===== src/rtl/synth_port_consts.svh =====
// register map, field positions and timing counts of the synthesizer host port
`ifndef SYNTH_PORT_CONSTS_SVH
`define SYNTH_PORT_CONSTS_SVH

// register indices as seen on the five index lines
`define IDX_V1_BASE 5'h00
`define IDX_V2_BASE 5'h07
`define IDX_V3_BASE 5'h0E
`define OFS_FREQ_LO 5'h00
`define OFS_FREQ_HI 5'h01
`define OFS_CTRL 5'h04
`define OFS_ATK_DEC 5'h05
`define OFS_SUS_REL 5'h06
`define IDX_MODE_VOL 5'h18
`define IDX_POT_X 5'h19
`define IDX_POT_Y 5'h1A
`define IDX_OSC3 5'h1B
`define IDX_ENV3 5'h1C
`define IDX_WR_LAST 5'h18
`define IDX_IMPL_LAST 5'h1C
`define NUM_WR_REGS 25
`define REG_FLAT_W 200

// field positions
`define CTRL_GATE_BIT 0
`define MODE_V3_OFF_BIT 7

// reset and idle values
`define REG_RESET 8'h00
`define ACC_RESET 24'h00_0000
`define DATA_IDLE 8'h00

// chip clear needs this many master clock periods held low
`define CLEAR_CYCLES 4'hA
// master clock periods per envelope step for each rate unit
`define ENV_STEP 12'h010
`define ENV_MAX 8'hFF

`endif


===== src/rtl/synth_port_pkg.sv =====
// types shared by the synthesizer host port
package synth_port_pkg;

   // host port transfer state, one-hot
   typedef enum logic [2:0] {
      PORT_IDLE = 3'b001,
      PORT_READ = 3'b010,
      PORT_WRITE = 3'b100
   } port_state_t;

   // envelope direction, one-hot
   typedef enum logic [1:0] {
      ENV_RISE = 2'b01,
      ENV_FALL = 2'b10
   } env_dir_t;

endpackage : synth_port_pkg


===== src/rtl/synth_register_host_port.sv =====
// host register port and minimal sound engine of the three-voice synthesizer
//
// Function
// chip clear held low ten master clocks zeroes registers, silences audio
// oscillators and envelope advance only on master clock edges
// transfers happen only while the master clock is high
// direction high reads the indexed register, low writes it
// chip select high: no write accepted, no read data driven
// read only when select low, master clock high, direction high
// write only when select low, master clock high, direction low
// five index lines reach 29 registers; three locations unimplemented
// writes to unimplemented locations ignored; reads give meaningless data
// data drivers off whenever no read is in progress
// during a write drivers stay off; host drives the data
// during a read drivers on with the indexed register contents
// write data latched at the master clock fall ending the write
`timescale 1ns/1ns
`include "synth_port_consts.svh"

module synth_register_host_port
(
   input wire logic sys_clk,
   input wire logic rst_n,
   input wire logic master_clk,
   input wire logic chip_clear_n,
   input wire logic chip_select_n,
   input wire logic rd_wr,
   input wire logic [4:0] register_index,
   input wire logic [7:0] host_data_in,
   output logic [7:0] host_data_out,
   output logic host_data_oe,
   input wire logic [7:0] pot_x_value,
   input wire logic [7:0] pot_y_value,
   output logic [7:0] audio_level
);

   logic rst_meta_ff;
   logic rst_sync_ff;
   logic rst_sync_n;
   logic mclk_q_ff;
   logic mclk_rise;
   logic mclk_fall;
   logic [3:0] clear_cnt_ff;
   logic clear_active;
   logic rd_qual;
   logic wr_qual;
   logic [7:0] data_out_ff;
   logic data_oe_ff;
   logic [7:0] rd_value;
   logic wr_pend_ff;
   logic [4:0] wr_idx_ff;
   logic [7:0] wr_data_ff;
   logic wr_commit;
   logic bank_we;
   logic [`REG_FLAT_W-1:0] regs_flat;
   logic [23:0] acc_ff [0:2];
   logic [7:0] pot_x_ff;
   logic [7:0] pot_y_ff;
   logic [7:0] env3_ff;
   logic [11:0] env_div_ff;
   synth_port_pkg::env_dir_t env_dir_ff;
   logic [11:0] env_period;
   logic [7:0] v3_ctrl;
   logic [7:0] v3_atk_dec;
   logic [7:0] v3_sus_rel;
   logic [7:0] mode_vol;
   logic [9:0] mix_sum;
   logic [13:0] mix_scaled;
   logic [7:0] audio_ff;

   // one byte out of the flattened register array
   function automatic logic [7:0] get_reg(input logic [`REG_FLAT_W-1:0] flat, input logic [4:0] idx);
      get_reg = flat[{idx, 3'b000} +: 8];
   endfunction : get_reg

   // 16-bit frequency word of a voice
   function automatic logic [15:0] get_freq(input logic [`REG_FLAT_W-1:0] flat, input logic [4:0] base);
      get_freq = {get_reg(flat, base + `OFS_FREQ_HI), get_reg(flat, base + `OFS_FREQ_LO)};
   endfunction : get_freq

   // reset release through two flops; asynchronous assert
   always_ff @(posedge sys_clk or negedge rst_n)
   begin
      if (!rst_n)
      begin
         rst_meta_ff <= 1'b0;
         rst_sync_ff <= 1'b0;
      end
      else
      begin
         rst_meta_ff <= 1'b1;
         rst_sync_ff <= rst_meta_ff;
      end
   end
   assign rst_sync_n = rst_sync_ff;

   // master clock edges seen in the system clock domain
   always_ff @(posedge sys_clk or negedge rst_sync_n)
   begin
      if (!rst_sync_n)
         mclk_q_ff <= 1'b0;
      else
         mclk_q_ff <= master_clk;
   end
   assign mclk_rise = master_clk && !mclk_q_ff;
   assign mclk_fall = !master_clk && mclk_q_ff;

   // chip clear timing
   // counts master rises while held low; a short glitch clears nothing
   always_ff @(posedge sys_clk or negedge rst_sync_n)
   begin
      if (!rst_sync_n)
         clear_cnt_ff <= 4'h0;
      else if (chip_clear_n)
         clear_cnt_ff <= 4'h0;
      else if (mclk_rise && clear_cnt_ff != `CLEAR_CYCLES)
         clear_cnt_ff <= clear_cnt_ff + 4'h1;
   end
   assign clear_active = !chip_clear_n && clear_cnt_ff == `CLEAR_CYCLES;

   // clock high qualifies transfers
   // read qualifier
   // direction picks read or write
   // write qualifier
   assign rd_qual = !chip_select_n && master_clk && rd_wr;
   assign wr_qual = !chip_select_n && master_clk && !rd_wr;

   // index decode for reads
   // write-only and unused locations read as zero (host must not rely on it)
   always_comb
   begin
      rd_value = `DATA_IDLE;
      unique case (register_index)
         `IDX_POT_X: rd_value = pot_x_ff;
         `IDX_POT_Y: rd_value = pot_y_ff;
         `IDX_OSC3: rd_value = acc_ff[2][23:16];
         `IDX_ENV3: rd_value = env3_ff;
         default: rd_value = `DATA_IDLE;
      endcase
   end

   // drive read data
   // drivers off otherwise; one system clock of latency keeps outputs registered
   always_ff @(posedge sys_clk or negedge rst_sync_n)
   begin
      if (!rst_sync_n)
      begin
         data_out_ff <= `DATA_IDLE;
         data_oe_ff <= 1'b0;
      end
      else
      begin
         data_oe_ff <= rd_qual;
         data_out_ff <= rd_qual ? rd_value : `DATA_IDLE;
      end
   end
   assign host_data_out = data_out_ff;
   assign host_data_oe = data_oe_ff;

   // sample host data during write
   // commit on the falling edge; last sampled value wins
   always_ff @(posedge sys_clk or negedge rst_sync_n)
   begin
      if (!rst_sync_n)
      begin
         wr_pend_ff <= 1'b0;
         wr_idx_ff <= 5'h00;
         wr_data_ff <= `DATA_IDLE;
      end
      else if (clear_active)
         wr_pend_ff <= 1'b0;
      else if (wr_qual)
      begin
         wr_pend_ff <= 1'b1;
         wr_idx_ff <= register_index;
         wr_data_ff <= host_data_in;
      end
      else if (mclk_fall)
         wr_pend_ff <= 1'b0;
   end
   assign wr_commit = wr_pend_ff && mclk_fall && !clear_active;

   // unimplemented and read-only locations never reach storage
   assign bank_we = wr_commit && wr_idx_ff <= `IDX_WR_LAST;

   reg_bank u_reg_bank
   (
      .clk(sys_clk),
      .rst_n(rst_sync_n),
      .clear(clear_active),
      .we(bank_we),
      .idx(wr_idx_ff),
      .wdata(wr_data_ff),
      .regs_flat(regs_flat)
   );

   // phase accumulators step once per master clock
   always_ff @(posedge sys_clk or negedge rst_sync_n)
   begin
      if (!rst_sync_n)
      begin
         for (int v = 0; v < 3; v++)
            acc_ff[v] <= `ACC_RESET;
      end
      else if (clear_active)
      begin
         for (int v = 0; v < 3; v++)
            acc_ff[v] <= `ACC_RESET;
      end
      else if (mclk_rise)
      begin
         acc_ff[0] <= acc_ff[0] + {8'h00, get_freq(regs_flat, `IDX_V1_BASE)};
         acc_ff[1] <= acc_ff[1] + {8'h00, get_freq(regs_flat, `IDX_V2_BASE)};
         acc_ff[2] <= acc_ff[2] + {8'h00, get_freq(regs_flat, `IDX_V3_BASE)};
      end
   end

   // pot readings refresh on master clock; cleared with everything else
   always_ff @(posedge sys_clk or negedge rst_sync_n)
   begin
      if (!rst_sync_n)
      begin
         pot_x_ff <= `REG_RESET;
         pot_y_ff <= `REG_RESET;
      end
      else if (clear_active)
      begin
         pot_x_ff <= `REG_RESET;
         pot_y_ff <= `REG_RESET;
      end
      else if (mclk_rise)
      begin
         pot_x_ff <= pot_x_value;
         pot_y_ff <= pot_y_value;
      end
   end

   // control bytes pulled out once; a select on a call result is not portable
   assign v3_ctrl = get_reg(regs_flat, `IDX_V3_BASE + `OFS_CTRL);
   assign v3_atk_dec = get_reg(regs_flat, `IDX_V3_BASE + `OFS_ATK_DEC);
   assign v3_sus_rel = get_reg(regs_flat, `IDX_V3_BASE + `OFS_SUS_REL);
   assign mode_vol = get_reg(regs_flat, `IDX_MODE_VOL);

   // envelope period: attack nibble while gated, release nibble otherwise
   assign env_period = v3_ctrl[`CTRL_GATE_BIT] ? {8'h00, v3_atk_dec[7:4]} * `ENV_STEP + `ENV_STEP
                                               : {8'h00, v3_sus_rel[3:0]} * `ENV_STEP + `ENV_STEP;

   // voice three envelope, rate counted in master clocks
   // linear ramp only; the real decay curve is traded for size
   always_ff @(posedge sys_clk or negedge rst_sync_n)
   begin
      if (!rst_sync_n)
      begin
         env3_ff <= `REG_RESET;
         env_div_ff <= 12'h000;
         env_dir_ff <= synth_port_pkg::ENV_FALL;
      end
      else if (clear_active)
      begin
         env3_ff <= `REG_RESET;
         env_div_ff <= 12'h000;
         env_dir_ff <= synth_port_pkg::ENV_FALL;
      end
      else if (mclk_rise)
      begin
         env_dir_ff <= v3_ctrl[`CTRL_GATE_BIT] ? synth_port_pkg::ENV_RISE : synth_port_pkg::ENV_FALL;
         if (env_div_ff + 12'h001 >= env_period)
         begin
            env_div_ff <= 12'h000;
            unique case (env_dir_ff)
               synth_port_pkg::ENV_RISE:
                  if (env3_ff != `ENV_MAX)
                     env3_ff <= env3_ff + 8'h01;
               synth_port_pkg::ENV_FALL:
                  if (env3_ff != `REG_RESET)
                     env3_ff <= env3_ff - 8'h01;
            endcase
         end
         else
         begin
            env_div_ff <= env_div_ff + 12'h001;
         end
      end
   end

   // sawtooth mix, voice three removable, scaled by master volume
   always_comb
   begin
      mix_sum = {2'b00, acc_ff[0][23:16]} + {2'b00, acc_ff[1][23:16]};
      if (!mode_vol[`MODE_V3_OFF_BIT])
         mix_sum = mix_sum + {2'b00, acc_ff[2][23:16]};
      mix_scaled = mix_sum * mode_vol[3:0];
   end

   // silence while chip clear is in force
   always_ff @(posedge sys_clk or negedge rst_sync_n)
   begin
      if (!rst_sync_n)
         audio_ff <= `REG_RESET;
      else if (clear_active)
         audio_ff <= `REG_RESET;
      else
         audio_ff <= mix_scaled[13:6];
   end
   assign audio_level = audio_ff;

   clear_silent_a: assert property (@(posedge sys_clk) disable iff (!rst_sync_n)
      clear_active |=> audio_level == 8'h00 && acc_ff[0] == 24'h00_0000)
      else $error("audio not silenced by chip clear");
   clear_count_a: assert property (@(posedge sys_clk) disable iff (!rst_sync_n)
      clear_active |-> !chip_clear_n && clear_cnt_ff == 4'hA)
      else $error("chip clear active too early");
   osc_step_a: assert property (@(posedge sys_clk) disable iff (!rst_sync_n)
      !mclk_rise && !clear_active |=> acc_ff[0] == $past(acc_ff[0]))
      else $error("oscillator moved without master clock edge");
   read_drive_a: assert property (@(posedge sys_clk) disable iff (!rst_sync_n)
      rd_qual |=> host_data_oe && host_data_out == $past(rd_value))
      else $error("read data not driven");
   drive_only_read_a: assert property (@(posedge sys_clk) disable iff (!rst_sync_n)
      host_data_oe |-> $past(!chip_select_n && master_clk && rd_wr))
      else $error("data driven outside a read");
   deselect_quiet_a: assert property (@(posedge sys_clk) disable iff (!rst_sync_n)
      chip_select_n |=> !host_data_oe ##0 !$rose(wr_pend_ff))
      else $error("activity while deselected");
   write_latch_a: assert property (@(posedge sys_clk) disable iff (!rst_sync_n)
      wr_qual && !clear_active |=> wr_pend_ff && wr_data_ff == $past(host_data_in) && !host_data_oe)
      else $error("write data not sampled");
   commit_fall_a: assert property (@(posedge sys_clk) disable iff (!rst_sync_n)
      bank_we |-> !master_clk && mclk_q_ff && wr_pend_ff)
      else $error("write committed off the falling edge");
   unused_ignored_a: assert property (@(posedge sys_clk) disable iff (!rst_sync_n)
      wr_commit && wr_idx_ff > `IDX_WR_LAST |=> regs_flat == $past(regs_flat))
      else $error("write to unimplemented location stored");

endmodule : synth_register_host_port


===== src/rtl/reg_bank.sv =====
// write-only control register array of the synthesizer
`timescale 1ns/1ns
`include "synth_port_consts.svh"

module reg_bank
(
   input wire logic clk,
   input wire logic rst_n,
   input wire logic clear,
   input wire logic we,
   input wire logic [4:0] idx,
   input wire logic [7:0] wdata,
   output logic [`REG_FLAT_W-1:0] regs_flat
);

   logic [7:0] regs_ff [0:`NUM_WR_REGS-1];

   // storage; chip clear beats a write landing in the same cycle
   always_ff @(posedge clk or negedge rst_n)
   begin
      if (!rst_n)
      begin
         for (int i = 0; i < `NUM_WR_REGS; i++)
            regs_ff[i] <= `REG_RESET;
      end
      else if (clear)
      begin
         for (int i = 0; i < `NUM_WR_REGS; i++)
            regs_ff[i] <= `REG_RESET;
      end
      else if (we && idx <= `IDX_WR_LAST)
      begin
         regs_ff[idx] <= wdata;
      end
   end

   // flatten for the engine, lowest index in the low byte
   always_comb
   begin
      regs_flat = '0;
      for (int i = 0; i < `NUM_WR_REGS; i++)
         regs_flat[i*8 +: 8] = regs_ff[i];
   end

endmodule : reg_bank


===== config.mk =====
export PLATFORM = sky130hd
export DESIGN_NAME = synth_register_host_port
export DESIGN_NICKNAME = d
export VERILOG_FILES = /design/src/rtl/synth_port_pkg.sv /design/src/rtl/synth_register_host_port.sv /design/src/rtl/reg_bank.sv
export VERILOG_INCLUDE_DIRS = /design/src /design/src/rtl
export SDC_FILE = /design/constraint.sdc
export NUM_CORES = 1
export LEC_CHECK = 0
export BUFFER_PORTS_ARGS = -buffer_cell sky130_fd_sc_hd__buf_2
export CORE_ASPECT_RATIO = 0.8
export CORE_MARGIN = 2
export CORE_UTILIZATION = 40
export DETAILED_ROUTE_END_ITERATION = 10
export PLACE_DENSITY = 0.6
export SETUP_SLACK_MARGIN = 0.15
export SYNTH_ARGS = -nofsm -noshare
export SYNTH_HDL_FRONTEND = slang
export SYNTH_SLANG_ARGS = --single-unit

===== constraint.sdc =====
create_clock -name sys_clk -period 13.2 [get_ports sys_clk]
set_clock_uncertainty 0.05 [all_clocks]
set_input_delay 1.32 -clock sys_clk [delete_from_list [all_inputs] [get_ports sys_clk]]
set_output_delay 1.32 -clock sys_clk [all_outputs]
set_load 0.02 [all_outputs]

**Word-level counts from Yosys, hierarchy flattened**

Index checks and enable logic that the tools add are counted.

- Add/sub/neg operators: 11
- $mul: 1
- Div/mod/pow operators: 0
- Order comparisons: 4
- Equal/unequal tests: 11
- Shift-type cells: 0
- Mux-type cells: 33
- Bitwise gates (word level): 2
- Reduce and logical (&&, ||, !) cells: 26

Operators with widths:

| operator | count |
|---|---|
| two-way mux 200 bit | 2 |
| bitwise mux 200 bit | 1 |
| two-way mux 72 bit | 2 |
| two-way mux 8 bit | 12 |
| adder 24 x 16 -> 24 bit | 3 |
| demux 8 bit (select 5 bit) | 1 |
| two-way mux 12 bit | 3 |
| case mux 8 bit (4 select lines) | 1 |
| == test 5 bit (second input constant) | 4 |
| adder 8 x 5 -> 9 bit (second input constant) | 2 |
| case mux 8 bit (2 select lines) | 1 |
| multiplier 10 x 4 -> 14 bit | 1 |
| adder 12 x 1 -> 12 bit (second input constant) | 1 |
| greater-or-equal comparator 12 x 9 -> 1 bit | 1 |
| logical AND 1 bit | 12 |
| adder 9 x 8 -> 10 bit | 1 |
| two-way mux 10 bit | 1 |
| adder 8 x 8 -> 9 bit | 1 |
| two-way mux 9 bit | 1 |
| adder 8 x 1 -> 8 bit (second input constant) | 1 |
| two-way mux 4 bit | 2 |
| inequality test 8 bit (second input constant) | 1 |
| nonzero test 2 bit | 4 |
| nonzero test 8 bit | 1 |
| 18 further kinds | 28 |

- Register bits after elaboration: 348
- Latch bits: 0
- Bits in writable memories: 0
- ROM bits: 0
- Bits of input ports: 35
- Word-level logic and storage cells: 131
- Memories kept: 0

**Longest topological paths before layout**

- Depth after elaboration: 8
- Mapped depth: 26
- Gate-level depth less buffers: 26

**Cells and area by module**

Synthesis repeated with hierarchy kept, for this count alone.

- Cells, all modules: 1982
- Area total of the unflattened synthesis: 20079.3 sq um

Modules (own cells, without submodules):

| module | times used | cells an instance | area an instance (sq um) | sequential area each (sq um) |
|---|---|---|---|---|
| synth_register_host_port | 1 | 1279 | 11219.5 | 3704.8 |
| reg_bank | 1 | 703 | 8859.7 | 5004.8 |

**Least setup slack after synthesis**

No wires, ideal clock.

- Kind: register -> register
- Start point: register acc_ff[40] (netlist name)
- End point: register audio_ff[7] (netlist: audio_level[7])
- Library setup time: 0.132 ns
- Data arrival time: 5.042 ns
- Data required time: 13.018 ns
- Path slack: 7.976 ns
- Stages on the path, launching flop included: 25
- Path buffers: 0
- Cell sequence: dfrtp_1 ha_1 inv_1 fa_1 inv_1 ha_1 a21o_1 a21oi_1 a2bb2oi_1 nor2b_1 xor2_1 o21ai_0 and2_1 fa_1 inv_1 fa_1 inv_1 ha_1 a2111oi_0 o41ai_1 nand3_1 nand3_1 a31oi_1 xor2_1 nor2_1

- Word-level cells in the longest chain between the ends: 5

Ends and longest elaborated chain:

| element | RTL line | text |
|---|---|---|
| start, declared | synth_register_host_port.sv:56 | `logic [23:0] acc_ff [0:2];` |
| start signal, assigned by index | synth_register_host_port.sv:203 | `` acc_ff[v] <= `ACC_RESET; `` |
| start signal, assigned by index | synth_register_host_port.sv:208 | `` acc_ff[v] <= `ACC_RESET; `` |
| adder 8 x 8 -> 9 bit (*) | synth_register_host_port.sv:289 | `mix_sum = {2'b00, acc_ff[0][23:16]} + {2'b00, acc_ff[1][23:16]};` |
| adder 9 x 8 -> 10 bit | synth_register_host_port.sv:291 | `mix_sum = mix_sum + {2'b00, acc_ff[2][23:16]};` |
| two-way mux 10 bit (*) | synth_register_host_port.sv:290 | `` if (!mode_vol[`MODE_V3_OFF_BIT]) `` |
| multiplier 10 x 4 -> 14 bit (*) | synth_register_host_port.sv:292 | `mix_scaled = mix_sum * mode_vol[3:0];` |
| two-way mux 8 bit (*) | synth_register_host_port.sv:300 | `else if (clear_active)` |
| end signal, assigned | synth_register_host_port.sv:299 | `` audio_ff <= `REG_RESET; `` |
| end signal, assigned | synth_register_host_port.sv:301 | `` audio_ff <= `REG_RESET; `` |
| end signal, assigned | synth_register_host_port.sv:303 | `audio_ff <= mix_scaled[13:6];` |
| end, declared | synth_register_host_port.sv:69 | `logic [7:0] audio_ff;` |

Mark *: on every way between the ends. The rest lies on a longest branch, timed or not.
A chain may end at the register's enable or synchronous reset.

**Final worst setup path**

Ends and elaborated chain as after synthesis.

==> results_dict.tcl <==
set metrics [dict create \
    hold_viol_final 0 \
    cts_buffers 23 \
    crit_path_end_kind "flop" \
    finalNonFillerCells 1944 \
    whs_path_depth 0 \
    drc 0 \
    min_period_over_period 0.439 \
    period_needed_ns 5.80 \
    p_per_area_nw_per_um2 166 \
    vias_per_cell 5.34 \
    ys_seq_area_frac 0.391 \
    path_max_fanout 8 \
    cp_cell_sequence "ha_1, inv_1, fa_1, inv_1, ha_1, a21o_1, a21oi_1, a2bb2oi_1, nor2b_1, xor2_1, o21ai_0, and2_1, fa_1, inv_1, fa_1, inv_1, ha_1, a2111oi_0, o41ai_1, nand3_1, nand3_1, a31oi_1, xor2_1, nor2_1" \
    worst_pin_slew_ns 1.23 \
    drtAntennaViolNets 0 \
    final_area_um2 14900 \
    timing_max_transition_violations_final 0 \
    reg2regPathDepth 24 \
    clock-sinks 210 \
    ir_worst_vdd_v 0.000101 \
    maxCapViolations 0 \
    post-place-cells 1902 \
    wl_mm 32.1 \
    rsz0062_at_grt "false" \
    synthArstFlopShare 1.00 \
    max_freq_mhz 173 \
    avgRoutedWirePerCell_um 16.5 \
    syn2layout_area_growth_pct 11.0 \
    die_area_um2 35100 \
    worstPathArrival_ns 6.12 \
    clock_latency_ns 0.53 \
    synthFlopType "dfrtp_1" \
    fin_setup_tns_ns 0 \
    fin_util 0.447 \
    cpMostUsedCell "inv_1" \
    cp.depth 24 \
    synth_area_um2 13500 \
    min_path_type "flop to flop" \
    grt_max_degree 69 \
    setup_violations 0 \
    fin_nets 1645 \
    dieHeight_um 168 \
    diodes 0 \
    yosys_warnings 0 \
    fill_cells 3238 \
    relSlewSlack 0.174 \
    ctsResizeCount 0 \
    pin_count 52 \
    pre_cts_ws_ns 7.41 \
    critPathKind "flop to flop" \
    critPathBufInv 4 \
    htree_levels 1 \
    post-dp-hpwl_mm 22.2 \
    cts_tree "yes" \
    cts_setup_buffers 0 \
    status "complete, no violations" \
    leakage_nw 7.28 \
    synth.net_count 1616 \
    overflow 0 \
    drive_gt1_frac 0.101 \
    clock-root-buffer "clkbuf_16" \
    die-width_um 209 \
    grt_pass1_wl_mm 53.8 \
    register_area_um2 5260 \
    dr.first_iter.drc_count 755 \
    syn_inst 1464 \
    row_count 60 \
    ys_ff_latch 210 \
    vias 10400 \
    portBuffers 51 \
    slowest_delay_ns 0.58 \
    multiInputGateArea_um2 7740 \
    start_util 0.403 \
    place.gp.congestion 0.839 \
    core_um2 33400 \
    crit_family "adder cells" \
    placed_area_um2 14100 \
    clkTransAtPathRegs_ns 0.06 \
    setup_slack_ns 7.40 \
    avgSynthCellArea_um2 9.19 \
    grt_pass1_vias 10100 \
    ys_types 78 \
    start_kind "flop" \
    slowest_stage "fa_1" \
    holdBufCountCts 0 \
    grt_util_all_layers 0.187 \
    firstDrtPassIters 6 \
    synth_edf_count 0 \
    required_ns 13.52 \
    grt_antenna_before_repair 0 \
    cts_buffer_depth 3 \
]
-- routing by layer --
metal	part of all wire	track usage	vias to the layer above
li1	-	-	5167
met5	0	0	-
met2	0.43	0.286	154
met3	0.037	0.0231	44
met4	0.016	0.0329	0
met1	0.52	0.285	5016
-- worst reg2reg max path, stage by stage (launching register included) --
cell and delay (ns):
dfrtp_1 0.47, ha_1 0.21, inv_1 0.05, fa_1 0.58
inv_1 0.07, ha_1 0.27, a21o_1 0.17, a21oi_1 0.24
a2bb2oi_1 0.26, nor2b_1 0.20, xor2_1 0.16, o21ai_0 0.16
and2_1 0.24, fa_1 0.47, inv_1 0.05, fa_1 0.53
inv_1 0.04, ha_1 0.21, a2111oi_0 0.34, o41ai_1 0.17
nand3_1 0.18, nand3_1 0.11, a31oi_1 0.21, xor2_1 0.16
nor2_1 0.05
-- final timing paths --
kind                                        start  slack [ns]                           to
min in group asynchronous   rst_sync_ff$_DFF_PN0_        0.31  clear_cnt_ff[1]$_DFFE_PN0P_
min reg2reg                 rst_meta_ff$_DFF_PN0_        0.30        rst_sync_ff$_DFF_PN0_
min                         rst_meta_ff$_DFF_PN0_        0.30        rst_sync_ff$_DFF_PN0_
max in group asynchronous   rst_sync_ff$_DFF_PN0_       10.84       acc_ff[58]$_DFFE_PN0N_
max                        acc_ff[40]$_DFFE_PN0N_        7.40     audio_level[7]$_DFF_PN0_
max reg2reg                acc_ff[40]$_DFFE_PN0N_        7.40     audio_level[7]$_DFF_PN0_
-- cell families (layout without fill, tap and decap cells) --
group	after synthesis	after routing	share of synthesized area
muxes	94	94	0.0725
xor gates and xnor gates	82	82	0.0534
AOI/OAI and AO/OA	302	302	0.143
adders and majority gates	117	117	0.121
DFF	210	210	0.391
other	1	1	0.000279
and+or+nand+nor	534	534	0.183
buffers and inverters	124	170	0.0365
-- through the flow --
| stage | total power [mW] | hold slack [ns] |
|---|---|---|
| detailed placement | 1.78 | 0.291 |
| CTS | 2.49 | 0.306 |
| finish | 2.47 | 0.303 |
| floorplan | 1.57 | 0.281 |
| global route | 2.66 | 0.329 |
| global placement | 1.75 | 0.287 |
-- power by group --
part | leakage, nW | internal, mW | switching, mW
Clock | 0.404 | 0.419 | 0.281
Sequential | 2.75 | 0.784 | 0.148
Combinational | 4.12 | 0.377 | 0.466
Total | 7.28 | 1.58 | 0.894
-- sequential cells by signal, indices dropped and copies added, names as in the netlist --
name and cells:
acc_ff 72, audio_level 8, clear_cnt_ff 4, env3_ff 8
env_dir_ff 2, env_div_ff 12, host_data_oe 1, host_data_out 8
mclk_q_ff 1, pot_x_ff 8, pot_y_ff 8, rst_meta_ff 1
rst_sync_ff 1, u_reg_bank.regs_flat 62, wr_data_ff 8, wr_idx_ff 5
wr_pend_ff 1
-- cells in the mapped netlist (3+ instances only) --
cell type / n / area [um2]
mux2_2: 24 / 270
nand3_1: 31 / 155
dfrtp_1: 209 / 5230
nand4_1: 7 / 43.8
and3_1: 7 / 43.8
nor2_1: 175 / 657
fa_1: 21 / 420
nor2b_1: 13 / 81.3
o31ai_1: 9 / 67.6
nand4b_1: 4 / 35.0
inv_1: 66 / 248
nand2_1: 175 / 657
or4_1: 3 / 22.5
and3b_1: 3 / 26.3
a21boi_0: 4 / 30.0
a31oi_1: 8 / 50.1
a211oi_1: 19 / 143
nor3_1: 22 / 110
a222oi_1: 8 / 80.1
nor4_1: 7 / 43.8
nor3b_1: 5 / 37.5
o22ai_1: 3 / 18.8
o211ai_1: 6 / 45.0
ha_1: 96 / 1200
a21oi_1: 112 / 561
mux2i_1: 69 / 691
xor2_1: 33 / 289
or2_2: 6 / 37.5
a21o_1: 20 / 150
o21ai_0: 60 / 300
and2_1: 31 / 194
and4_1: 3 / 26.3
xnor2_1: 49 / 429
buf_1: 3 / 11.3
or3_1: 9 / 56.3
o21a_1: 16 / 120
clkbuf_1: 47 / 176
a211o_1: 3 / 26.3
nand2b_1: 22 / 138
o41ai_1: 5 / 43.8
buf_2: 5 / 25.0
-- cells in the final DEF (no fill, tap or decap), types with 11 or more instances in the layout --
| cell type | instances |
|---|---|
| o21a_1 | 16 |
| nand2b_1 | 21 |
| nor2b_1 | 12 |
| nor3_1 | 22 |
| o21ai_0 | 60 |
| fa_1 | 21 |
| mux2i_1 | 69 |
| nand3_1 | 31 |
| buf_4 | 11 |
| xnor2_1 | 49 |
| mux2_2 | 24 |
| and2_1 | 31 |
| nor2_1 | 174 |
| clkbuf_16 | 23 |
| buf_2 | 51 |
| dfrtp_1 | 208 |
| ha_1 | 96 |
| inv_1 | 66 |
| xor2_1 | 33 |
| a21oi_1 | 112 |
| a211oi_1 | 19 |
| a21o_1 | 20 |
| nand2_1 | 175 |
-- area by class of cell --
cell class / instances / share of cell area
Clock buffer: 30 / 0.0423
Inverter: 66 / 0.0166
Multi-Input combinational cell: 1130 / 0.518
Clock inverter: 12 / 0.0120
Tap cell: 434 / 0.0364
Sequential cell: 210 / 0.352
Timing Repair Buffer: 62 / 0.0226
Note: power is estimated with default switching activity, not from simulation.
